--- config.mk ---
export PLATFORM = sky130hd
export DESIGN_NAME = atm_monitor
export DESIGN_NICKNAME = d
export VERILOG_FILES = /design/src/rtl/atm_pkg.sv /design/src/rtl/atm_cmp_if.sv /design/src/rtl/atm_compare.sv /design/src/rtl/atm_monitor.sv
export SDC_FILE = /design/constraint.sdc
export NUM_CORES = 1
export LEC_CHECK = 0
export BUFFER_PORTS_ARGS = -buffer_cell sky130_fd_sc_hd__buf_2
export CAP_MARGIN = 20
export CORE_ASPECT_RATIO = 1.2
export CORE_MARGIN = 4
export CORE_UTILIZATION = 54
export DETAILED_ROUTE_END_ITERATION = 7
export PLACE_DENSITY = 0.77
export SYNTH_ARGS = -nofsm -noshare
export SYNTH_HDL_FRONTEND = slang
export SYNTH_SLANG_ARGS = --single-unit
--- constraint.sdc ---
create_clock -name core_clk -period 2 [get_ports core_clk]
set_input_delay 0.4 -clock core_clk [delete_from_list [all_inputs] [get_ports core_clk]]
set_output_delay 0.4 -clock core_clk [all_outputs]
set_load 0.01 [all_outputs]
--- src/rtl/atm_pkg.sv ---
// Package for the alert threshold monitor: offsets, fields, reset values.
// Assumes a 32-bit classic Wishbone register bus with byte addresses.
package atm_pkg;
    // Register address field values carried in bits [15:12]
    localparam logic [3:0] ATM_ADDR_CFG2 = 4'h2;
    localparam logic [3:0] ATM_ADDR_ALERT = 4'h3;
    localparam logic [3:0] ATM_ADDR_LOW = 4'h4;
    localparam logic [3:0] ATM_ADDR_HIGH = 4'h5;
    // Wishbone byte offsets (index times four)
    localparam logic [7:0] ATM_OFF_CFG2 = 8'h08;
    localparam logic [7:0] ATM_OFF_ALERT = 8'h0C;
    localparam logic [7:0] ATM_OFF_LOW = 8'h10;
    localparam logic [7:0] ATM_OFF_HIGH = 8'h14;
    localparam logic [7:0] ATM_OFF_RESULT_A = 8'h20;
    localparam logic [7:0] ATM_OFF_RESULT_B = 8'h24;
    localparam logic [7:0] ATM_OFF_RESULT_C = 8'h28;
    localparam logic [7:0] ATM_OFF_RESULT_D = 8'h2C;
    localparam logic [7:0] ATM_OFF_CONVERT = 8'h30;
    // Field positions
    localparam int ATM_ADDR_LSB = 12;
    localparam int ATM_THR_W = 12;
    localparam int ATM_RES_W = 16;
    localparam int ATM_NCH = 4;
    // Reset values and codes
    localparam logic [11:0] ATM_LOW_RST = 12'h800;
    localparam logic [11:0] ATM_HIGH_RST = 12'h7FF;
    localparam logic [3:0] ATM_LOW_PAD = 4'h0;
    localparam logic [3:0] ATM_HIGH_PAD = 4'hF;
    localparam logic [7:0] ATM_SOFT_RST = 8'h3C;
    localparam logic [7:0] ATM_HARD_RST = 8'hFF;
    localparam logic [7:0] ATM_CFG2_RST = 8'h00;
    localparam logic [15:0] ATM_RESULT_RST = 16'h0000;
    localparam logic [31:0] ATM_UNMAPPED_RD = 32'h0000_0000;
    // Bus answer states
    typedef enum logic {ATM_IDLE, ATM_ACK} atm_bus_t;
endpackage

--- src/rtl/atm_cmp_if.sv ---
// Interface from the register side to the comparator.
// Assumes one clock shared by both ends.
`timescale 1ns/1ps
interface atm_cmp_if;
    logic [15:0] lowLimit;
    logic [15:0] highLimit;
    logic [63:0] results;
    logic [7:0] hits;
    modport regs (output lowLimit, highLimit, results, input hits);
    modport cmp (input lowLimit, highLimit, results, output hits);
endinterface

--- src/rtl/atm_compare.sv ---
// Four-channel window comparator, purely combinational.
// Assumes results and limits share the 16-bit left-aligned format.
`timescale 1ns/1ps
module atm_compare
    import atm_pkg::*;
#(
    parameter int NCH = ATM_NCH
) (
    // Limits, results and hits
    atm_cmp_if.cmp cif
);
    // One low and one high comparison per channel, equality is no alert
    for (genvar ch = 0; ch < NCH; ch++) begin : gCh
        logic [15:0] res;
        assign res = cif.results[ch*16 +: 16];
        assign cif.hits[2*ch] = res < cif.lowLimit; // [RULE5] [RULE15]
        assign cif.hits[2*ch+1] = res > cif.highLimit; // [RULE6] [RULE15]
    end
endmodule

--- src/rtl/atm_monitor.sv ---
// Alert threshold monitor: thresholds, sticky alert flags, Wishbone slave.
// Assumes a classic Wishbone master on core_clk; results come over the bus.
//
// How it works
// [RULE1] Low flags at bits 0,2,4,6
// [RULE2] High flags A,B,C at bits 1,3,5
// [RULE3] High flag D at bit 7
// [RULE4] Flags sticky until alert register read
// [RULE5] Low alert when result below low limit
// [RULE6] High alert when result above high limit
// [RULE7] Low limit is field, then 0x0
// [RULE8] High limit is field, then 0xF
// [RULE9] Low field resets to 0x800, read/write
// [RULE10] High field resets to 0x7FF, read/write
// [RULE11] Bits 15:12 carry the register address
// [RULE12] Flags read-only, reset to zero
// [RULE13] Soft reset code clears flags only
// [RULE14] Hard reset code restores all defaults
// [RULE15] Same format; equality sets no flag
// [RULE16] All channels together; set beats read-clear
//
// Design decisions made here: the Wishbone register port and the address map.
`timescale 1ns/1ps
module atm_monitor
    import atm_pkg::*;
(
    // Clock and reset
    input wire logic core_clk,
    input wire logic arst_n,
    // Wishbone slave
    input wire logic wb_cyc_i,
    input wire logic wb_stb_i,
    input wire logic wb_we_i,
    input wire logic [7:0] wb_adr_i,
    input wire logic [3:0] wb_sel_i,
    input wire logic [31:0] wb_dat_i,
    output logic [31:0] wb_dat_o,
    output logic wb_ack_o,
    // Alert flags for outside use
    output logic [7:0] alertFlags
);
    atm_cmp_if cif ();
    atm_compare #(.NCH(ATM_NCH)) uCmp (.cif(cif));

    atm_bus_t busState_r;
    logic [11:0] lowField_r;
    logic [11:0] highField_r;
    logic [7:0] flags_r;
    logic [7:0] cfg2Reset_r;
    logic [15:0] result_r [ATM_NCH];
    logic convPending_r;
    logic [31:0] rdData_nxt;
    logic access;
    logic wrTake;
    logic rdTake;
    logic lowWrite;
    logic highWrite;
    logic cfgWrite;
    logic softReset;
    logic hardReset;
    logic alertRead;
    logic [7:0] lane0;
    logic [7:0] lane1;

    // One request per ack; second cycle of a request is the answer
    assign access = wb_cyc_i && wb_stb_i && (busState_r == ATM_IDLE);
    assign wrTake = access && wb_we_i;
    assign rdTake = access && !wb_we_i;
    assign lane0 = wb_sel_i[0] ? wb_dat_i[7:0] : 8'h00;
    assign lane1 = wb_sel_i[1] ? wb_dat_i[15:8] : 8'h00;
    assign cfgWrite = wrTake && (wb_adr_i == ATM_OFF_CFG2) && wb_sel_i[0];
    assign softReset = cfgWrite && (wb_dat_i[7:0] == ATM_SOFT_RST);
    assign hardReset = cfgWrite && (wb_dat_i[7:0] == ATM_HARD_RST);
    assign lowWrite = wrTake && (wb_adr_i == ATM_OFF_LOW);
    assign highWrite = wrTake && (wb_adr_i == ATM_OFF_HIGH);
    assign alertRead = rdTake && (wb_adr_i == ATM_OFF_ALERT);

    // Bus handshake: ack one cycle after the request, then drop
    always_ff @(posedge core_clk or negedge arst_n) begin
        if (!arst_n) begin
            busState_r <= ATM_IDLE;
            wb_ack_o <= 1'b0;
        end else begin
            case (busState_r)
                ATM_IDLE: begin
                    if (wb_cyc_i && wb_stb_i) begin
                        busState_r <= ATM_ACK;
                        wb_ack_o <= 1'b1;
                    end
                end
                ATM_ACK: begin
                    busState_r <= ATM_IDLE;
                    wb_ack_o <= 1'b0;
                end
                default: begin
                    busState_r <= ATM_IDLE;
                    wb_ack_o <= 1'b0;
                end
            endcase
        end
    end

    // Read data mux; the four control registers carry the address field in the upper nibble
    always_comb begin
        rdData_nxt = ATM_UNMAPPED_RD;
        if (wb_adr_i == ATM_OFF_CFG2) begin
            rdData_nxt = {16'h0000, ATM_ADDR_CFG2, 4'h0, cfg2Reset_r}; // [RULE11]
        end else if (wb_adr_i == ATM_OFF_ALERT) begin
            rdData_nxt = {16'h0000, ATM_ADDR_ALERT, 4'h0, flags_r}; // [RULE11]
        end else if (wb_adr_i == ATM_OFF_LOW) begin
            rdData_nxt = {16'h0000, ATM_ADDR_LOW, lowField_r}; // [RULE11] [RULE9]
        end else if (wb_adr_i == ATM_OFF_HIGH) begin
            rdData_nxt = {16'h0000, ATM_ADDR_HIGH, highField_r}; // [RULE11] [RULE10]
        end else if (wb_adr_i == ATM_OFF_RESULT_A) begin
            rdData_nxt = {16'h0000, result_r[0]};
        end else if (wb_adr_i == ATM_OFF_RESULT_B) begin
            rdData_nxt = {16'h0000, result_r[1]};
        end else if (wb_adr_i == ATM_OFF_RESULT_C) begin
            rdData_nxt = {16'h0000, result_r[2]};
        end else if (wb_adr_i == ATM_OFF_RESULT_D) begin
            rdData_nxt = {16'h0000, result_r[3]};
        end else if (wb_adr_i == ATM_OFF_CONVERT) begin
            rdData_nxt = {31'h0000_0000, convPending_r};
        end
    end

    // Read data register, loaded when a read is taken
    always_ff @(posedge core_clk or negedge arst_n) begin
        if (!arst_n) begin
            wb_dat_o <= 32'h0000_0000;
        end else if (rdTake) begin
            wb_dat_o <= rdData_nxt;
        end
    end

    // Low threshold field, per byte lane
    always_ff @(posedge core_clk or negedge arst_n) begin
        if (!arst_n) begin
            lowField_r <= ATM_LOW_RST; // [RULE9]
        end else if (hardReset) begin
            lowField_r <= ATM_LOW_RST; // [RULE14]
        end else if (lowWrite) begin
            if (wb_sel_i[0]) begin
                lowField_r[7:0] <= lane0;
            end
            if (wb_sel_i[1]) begin
                lowField_r[11:8] <= lane1[3:0];
            end
        end
    end

    // High threshold field, per byte lane
    always_ff @(posedge core_clk or negedge arst_n) begin
        if (!arst_n) begin
            highField_r <= ATM_HIGH_RST; // [RULE10]
        end else if (hardReset) begin
            highField_r <= ATM_HIGH_RST; // [RULE14]
        end else if (highWrite) begin
            if (wb_sel_i[0]) begin
                highField_r[7:0] <= lane0;
            end
            if (wb_sel_i[1]) begin
                highField_r[11:8] <= lane1[3:0];
            end
        end
    end

    // Reset field of the second configuration register
    always_ff @(posedge core_clk or negedge arst_n) begin
        if (!arst_n) begin
            cfg2Reset_r <= ATM_CFG2_RST;
        end else if (hardReset) begin
            cfg2Reset_r <= ATM_CFG2_RST; // [RULE14]
        end else if (cfgWrite) begin
            cfg2Reset_r <= wb_dat_i[7:0];
        end
    end

    // Conversion results, written by software, one per channel
    for (genvar ch = 0; ch < ATM_NCH; ch++) begin : gRes
        logic [7:0] chOff;
        assign chOff = ATM_OFF_RESULT_A + 8'(4 * ch);
        always_ff @(posedge core_clk or negedge arst_n) begin
            if (!arst_n) begin
                result_r[ch] <= ATM_RESULT_RST;
            end else if (hardReset) begin
                result_r[ch] <= ATM_RESULT_RST;
            end else if (wrTake && (wb_adr_i == chOff)) begin
                if (wb_sel_i[0]) begin
                    result_r[ch][7:0] <= lane0;
                end
                if (wb_sel_i[1]) begin
                    result_r[ch][15:8] <= lane1;
                end
            end
        end
        assign cif.results[ch*16 +: 16] = result_r[ch];
    end

    // Conversion strobe: any write to the convert offset starts one compare
    always_ff @(posedge core_clk or negedge arst_n) begin
        if (!arst_n) begin
            convPending_r <= 1'b0;
        end else begin
            convPending_r <= wrTake && (wb_adr_i == ATM_OFF_CONVERT) && !hardReset;
        end
    end

    // Internal 16-bit limits, left-aligned with fixed low nibbles
    assign cif.lowLimit = {lowField_r, ATM_LOW_PAD}; // [RULE7]
    assign cif.highLimit = {highField_r, ATM_HIGH_PAD}; // [RULE8]

    // Sticky flags: new hits win over a read clear or a soft reset
    always_ff @(posedge core_clk or negedge arst_n) begin
        if (!arst_n) begin
            flags_r <= 8'h00; // [RULE12]
        end else if (hardReset) begin
            flags_r <= 8'h00; // [RULE14]
        end else if (alertRead || softReset) begin
            flags_r <= convPending_r ? cif.hits : 8'h00; // [RULE4] [RULE13] [RULE16]
        end else if (convPending_r) begin
            flags_r <= flags_r | cif.hits; // [RULE1] [RULE2] [RULE3] [RULE4] [RULE16]
        end
    end

    // Flags mirrored out from a register
    always_ff @(posedge core_clk or negedge arst_n) begin
        if (!arst_n) begin
            alertFlags <= 8'h00;
        end else begin
            alertFlags <= flags_r; // [RULE12]
        end
    end
endmodule

==> results.md <==
* Post-route cell area at ~10000 um^2
* Crit path launch type: flip-flop
* Wire per inst at about 24 um
* Most common cell in the netlist: dfrtp_1
* F_max at 0.5039 GHz
* Crit end category: flip-flop
* Max Slew Vio Count at 0
* Reg-to-reg startpoint: highField_r[3]
* Synthesis Warnings at 0
* Detail Placement HPWL at 21.19 mm
* Post-synthesis sequential area ratio at 39.96%
* Final hold vios at 0
* Hold Path Origin: wb_dat_i[9]
* Syn Area/Cell at 10.41 um^2
* Clk_lat worst skew at 0.43 ns
* Critical path class: reg -> reg
* # DRC at 0
* Cell count after synthesis at 792
* # fillers at between 1000 and 1500
* TritonCTS clock tree: built
* Critical Path Fanout Max at 3
* Via count at around 7500
* Vias per std cell at between 6 and 7
* CTS Buffer Depth at 2
* Worst reg2reg path endpoint: flags_r[1]
* RSZ-0062 raised after global routing: yes
* Core Region at 14960 um^2
* Drt pass-1 iters at 5
* Max_cap viols at 0
* Clock tree root driver cell: clkbuf_16
* HP Class: in -> reg
* Worst hold path cell count at 3
* Placement Rows at 49
* Initial antenna violation count at 1
* Die area at 17310 um^2
* Port bufs at 55
* Clock Skews at 0.007038 ns
* Flop2flop setup slack at 0.02 ns
* Minimum clock period at 1.985 ns
* Worst rel slew slack at between 50% and 60%
* Largest net degree at the start of global routing at 56
* H-Tree Depth at 4
* Area leader, netlist: dfrtp_1
* Cell Area, Synth at a little over 8000 um^2
* Number of global-route vias before repair at 7728
* Final period utilization at 99.23%
* Leakage at 5.061 nW
* TritonCTS Buffers at 17
* Share of cells above drive strength 1 at between 30 and 40%
* Seq cells post-synth at 131
* Num Clock Sinks at 131
* Pwr Total at 6.539 mW
* Post-synth cell types at 65
* GPL Wtd Cong at around 1.1
* N_diodes at 0
* Slew @ Worst Pin at 0.6169 ns
* GRT Util Overall at between 30% and 40%
* EDFF count, synth at 0
* Hold Slack at 0.2360 ns
* Critical Path RT at 2.32 ns
* Drt first-iter violations at ~740
* Run status: completed
* Die Width at 120.8 um
* Nets at 1102
* Most frequent cells after synthesis: 119 x dfrtp_1, 92 x ha_1, 75 x nand2_1, 51 x a21oi_1, 50 x mux2_2
* R2R depth at 7
* Asr flop ratio synth at 100.0%
* WL final at roughly 28 mm
* Hold EP: highField_r[9]
* Share of the synthesized area in the top cell type at a little over a third
* Placement-stage cell area at 9540 um^2
* P&R area growth vs syn at 27.11%
* Die extent in y at ~140 um
* PwrDens at between 600 and 700 nW/um^2
* Ys flop type: dfrtp_1
* Top cells by area, synth: dfrtp_1 36%, ha_1 14%, mux2_2 6.8%
* Reg clk slew, reported paths at 0.06 ns
* CP Data Arrival Time at 2.30 ns
* # IOs at 90
* Overflow after GRT at 0
* Layout Utilization at around 70%
* Max rail drop VDD at 0.5932 mV
* First-pass GRT wire length at 43.21 mm
* Setup Viol. Count Final at 0
* Antenna viol nets, final at 0
* Initial Util at a little under three fifths
## metal layers
metal	part of all wire [%]	track usage [%]	wire length [um]	vias to the layer above
li1	-	-	-	3264
met5	0	0	0	-
met2	48	54.99	13530	433
met4	9.4	27.09	2671	0
met1	36	37.73	10200	3650
met3	7.3	7.126	2078	174
## worst max-delay path by stage
stage	startpoint	to	slack (ns)	cells past startpoint
after floorplan	highField_r[5]	flags_r[3]	0.004	7
after global placement	wb_we_i	flags_r[4]	-0.18	6
after detailed placement	wb_adr_i[1]	cif.results[39]	-0.20	7
after CTS	busState_r	cif.results[43]	-0.01	8
after global routing	highField_r[5]	flags_r[7]	-0.03	9
final	highField_r[3]	flags_r[1]	0.02	7
## worst max-delay path, cell delays in order (launching register included)
cell and delay (ns):
dfstp_2 0.54, inv_1 0.07, ha_1 0.32, a21oi_1 0.17
o21ai_1 0.16, a221oi_2 0.26, o21ai_1 0.09, a32o_1 0.25
## metrics by stage
stage          cells  worst slack [ns]  setup TNS (ns)
2_1_floorplan    807          0.004415               0
3_3_place_gp    1139           -0.1784          -7.748
3_5_place_dp    1140           -0.1954          -10.78
4_1_cts         1173          -0.01443        -0.03206
5_1_grt         1178          -0.02935         -0.2080
6_report        1178           0.01547               0
## cells in the final DEF (no fill, tap or decap), drive strengths merged, types with 10 or more instances in the layout
cell	n
conb	16
ha	92
nand2	77
mux2i	26
a21oi	51
o21ai	66
o211ai	10
a21o	12
clkbuf	23
buf	174
dfstp	12
nor3	13
nor2	30
nand3	19
inv	43
mux2	58
dfrtp	119
nand4	16
## sequential cells by signal, indices dropped and copies added, names as in the netlist
name,cells
flags_r,8
highField_r,12
wb_dat_o,16
alertFlags,8
lowField_r,12
cif.results,64
cfg2Reset_r,8
wb_ack_o,1
busState_r,1
convPending_r,1
## power breakdown
| group | internal (mW) | leakage, nW | switching, mW |
|---|---|---|---|
| registers | 2.71 | 1.73 | 0.0429 |
| clock network | 2.02 | 0.287 | 1.19 |
| logic | 0.229 | 3.05 | 0.351 |
## final cells by class
class | instances | area, um^2 | share of cell area, %
timing repair buffer | 175 | 1290 | 12.31
sequential | 131 | 3293 | 31.43
multi-input combinational | 592 | 4876 | 46.54
clock buffer | 23 | 467.9 | 4.467
tap | 204 | 255.2 | 2.436
inverter | 44 | 165.2 | 1.576
clock inverter | 9 | 128.9 | 1.230
## logic make-up after synthesis
group | Yosys count | share of synthesized area [%]
AOI/OAI and AO/OA | 213 | 17.28
and+or+nand+nor | 184 | 11.48
DFF | 131 | 39.96
adders and majority gates | 92 | 13.97
muxes | 87 | 12.27
buffers and inverters | 84 | 5.010
other | 1 | 0.04550
## repair_timing
action,in CTS,in global routing
resized for setup,18,43
hold buffers,1,0
endpoints found under the hold margin,40,0
buffers inserted,0,5
gates cloned,0,0
setup endpoints to repair,6,61
pin swaps,12,15
(Power assumes the default switching activity.)
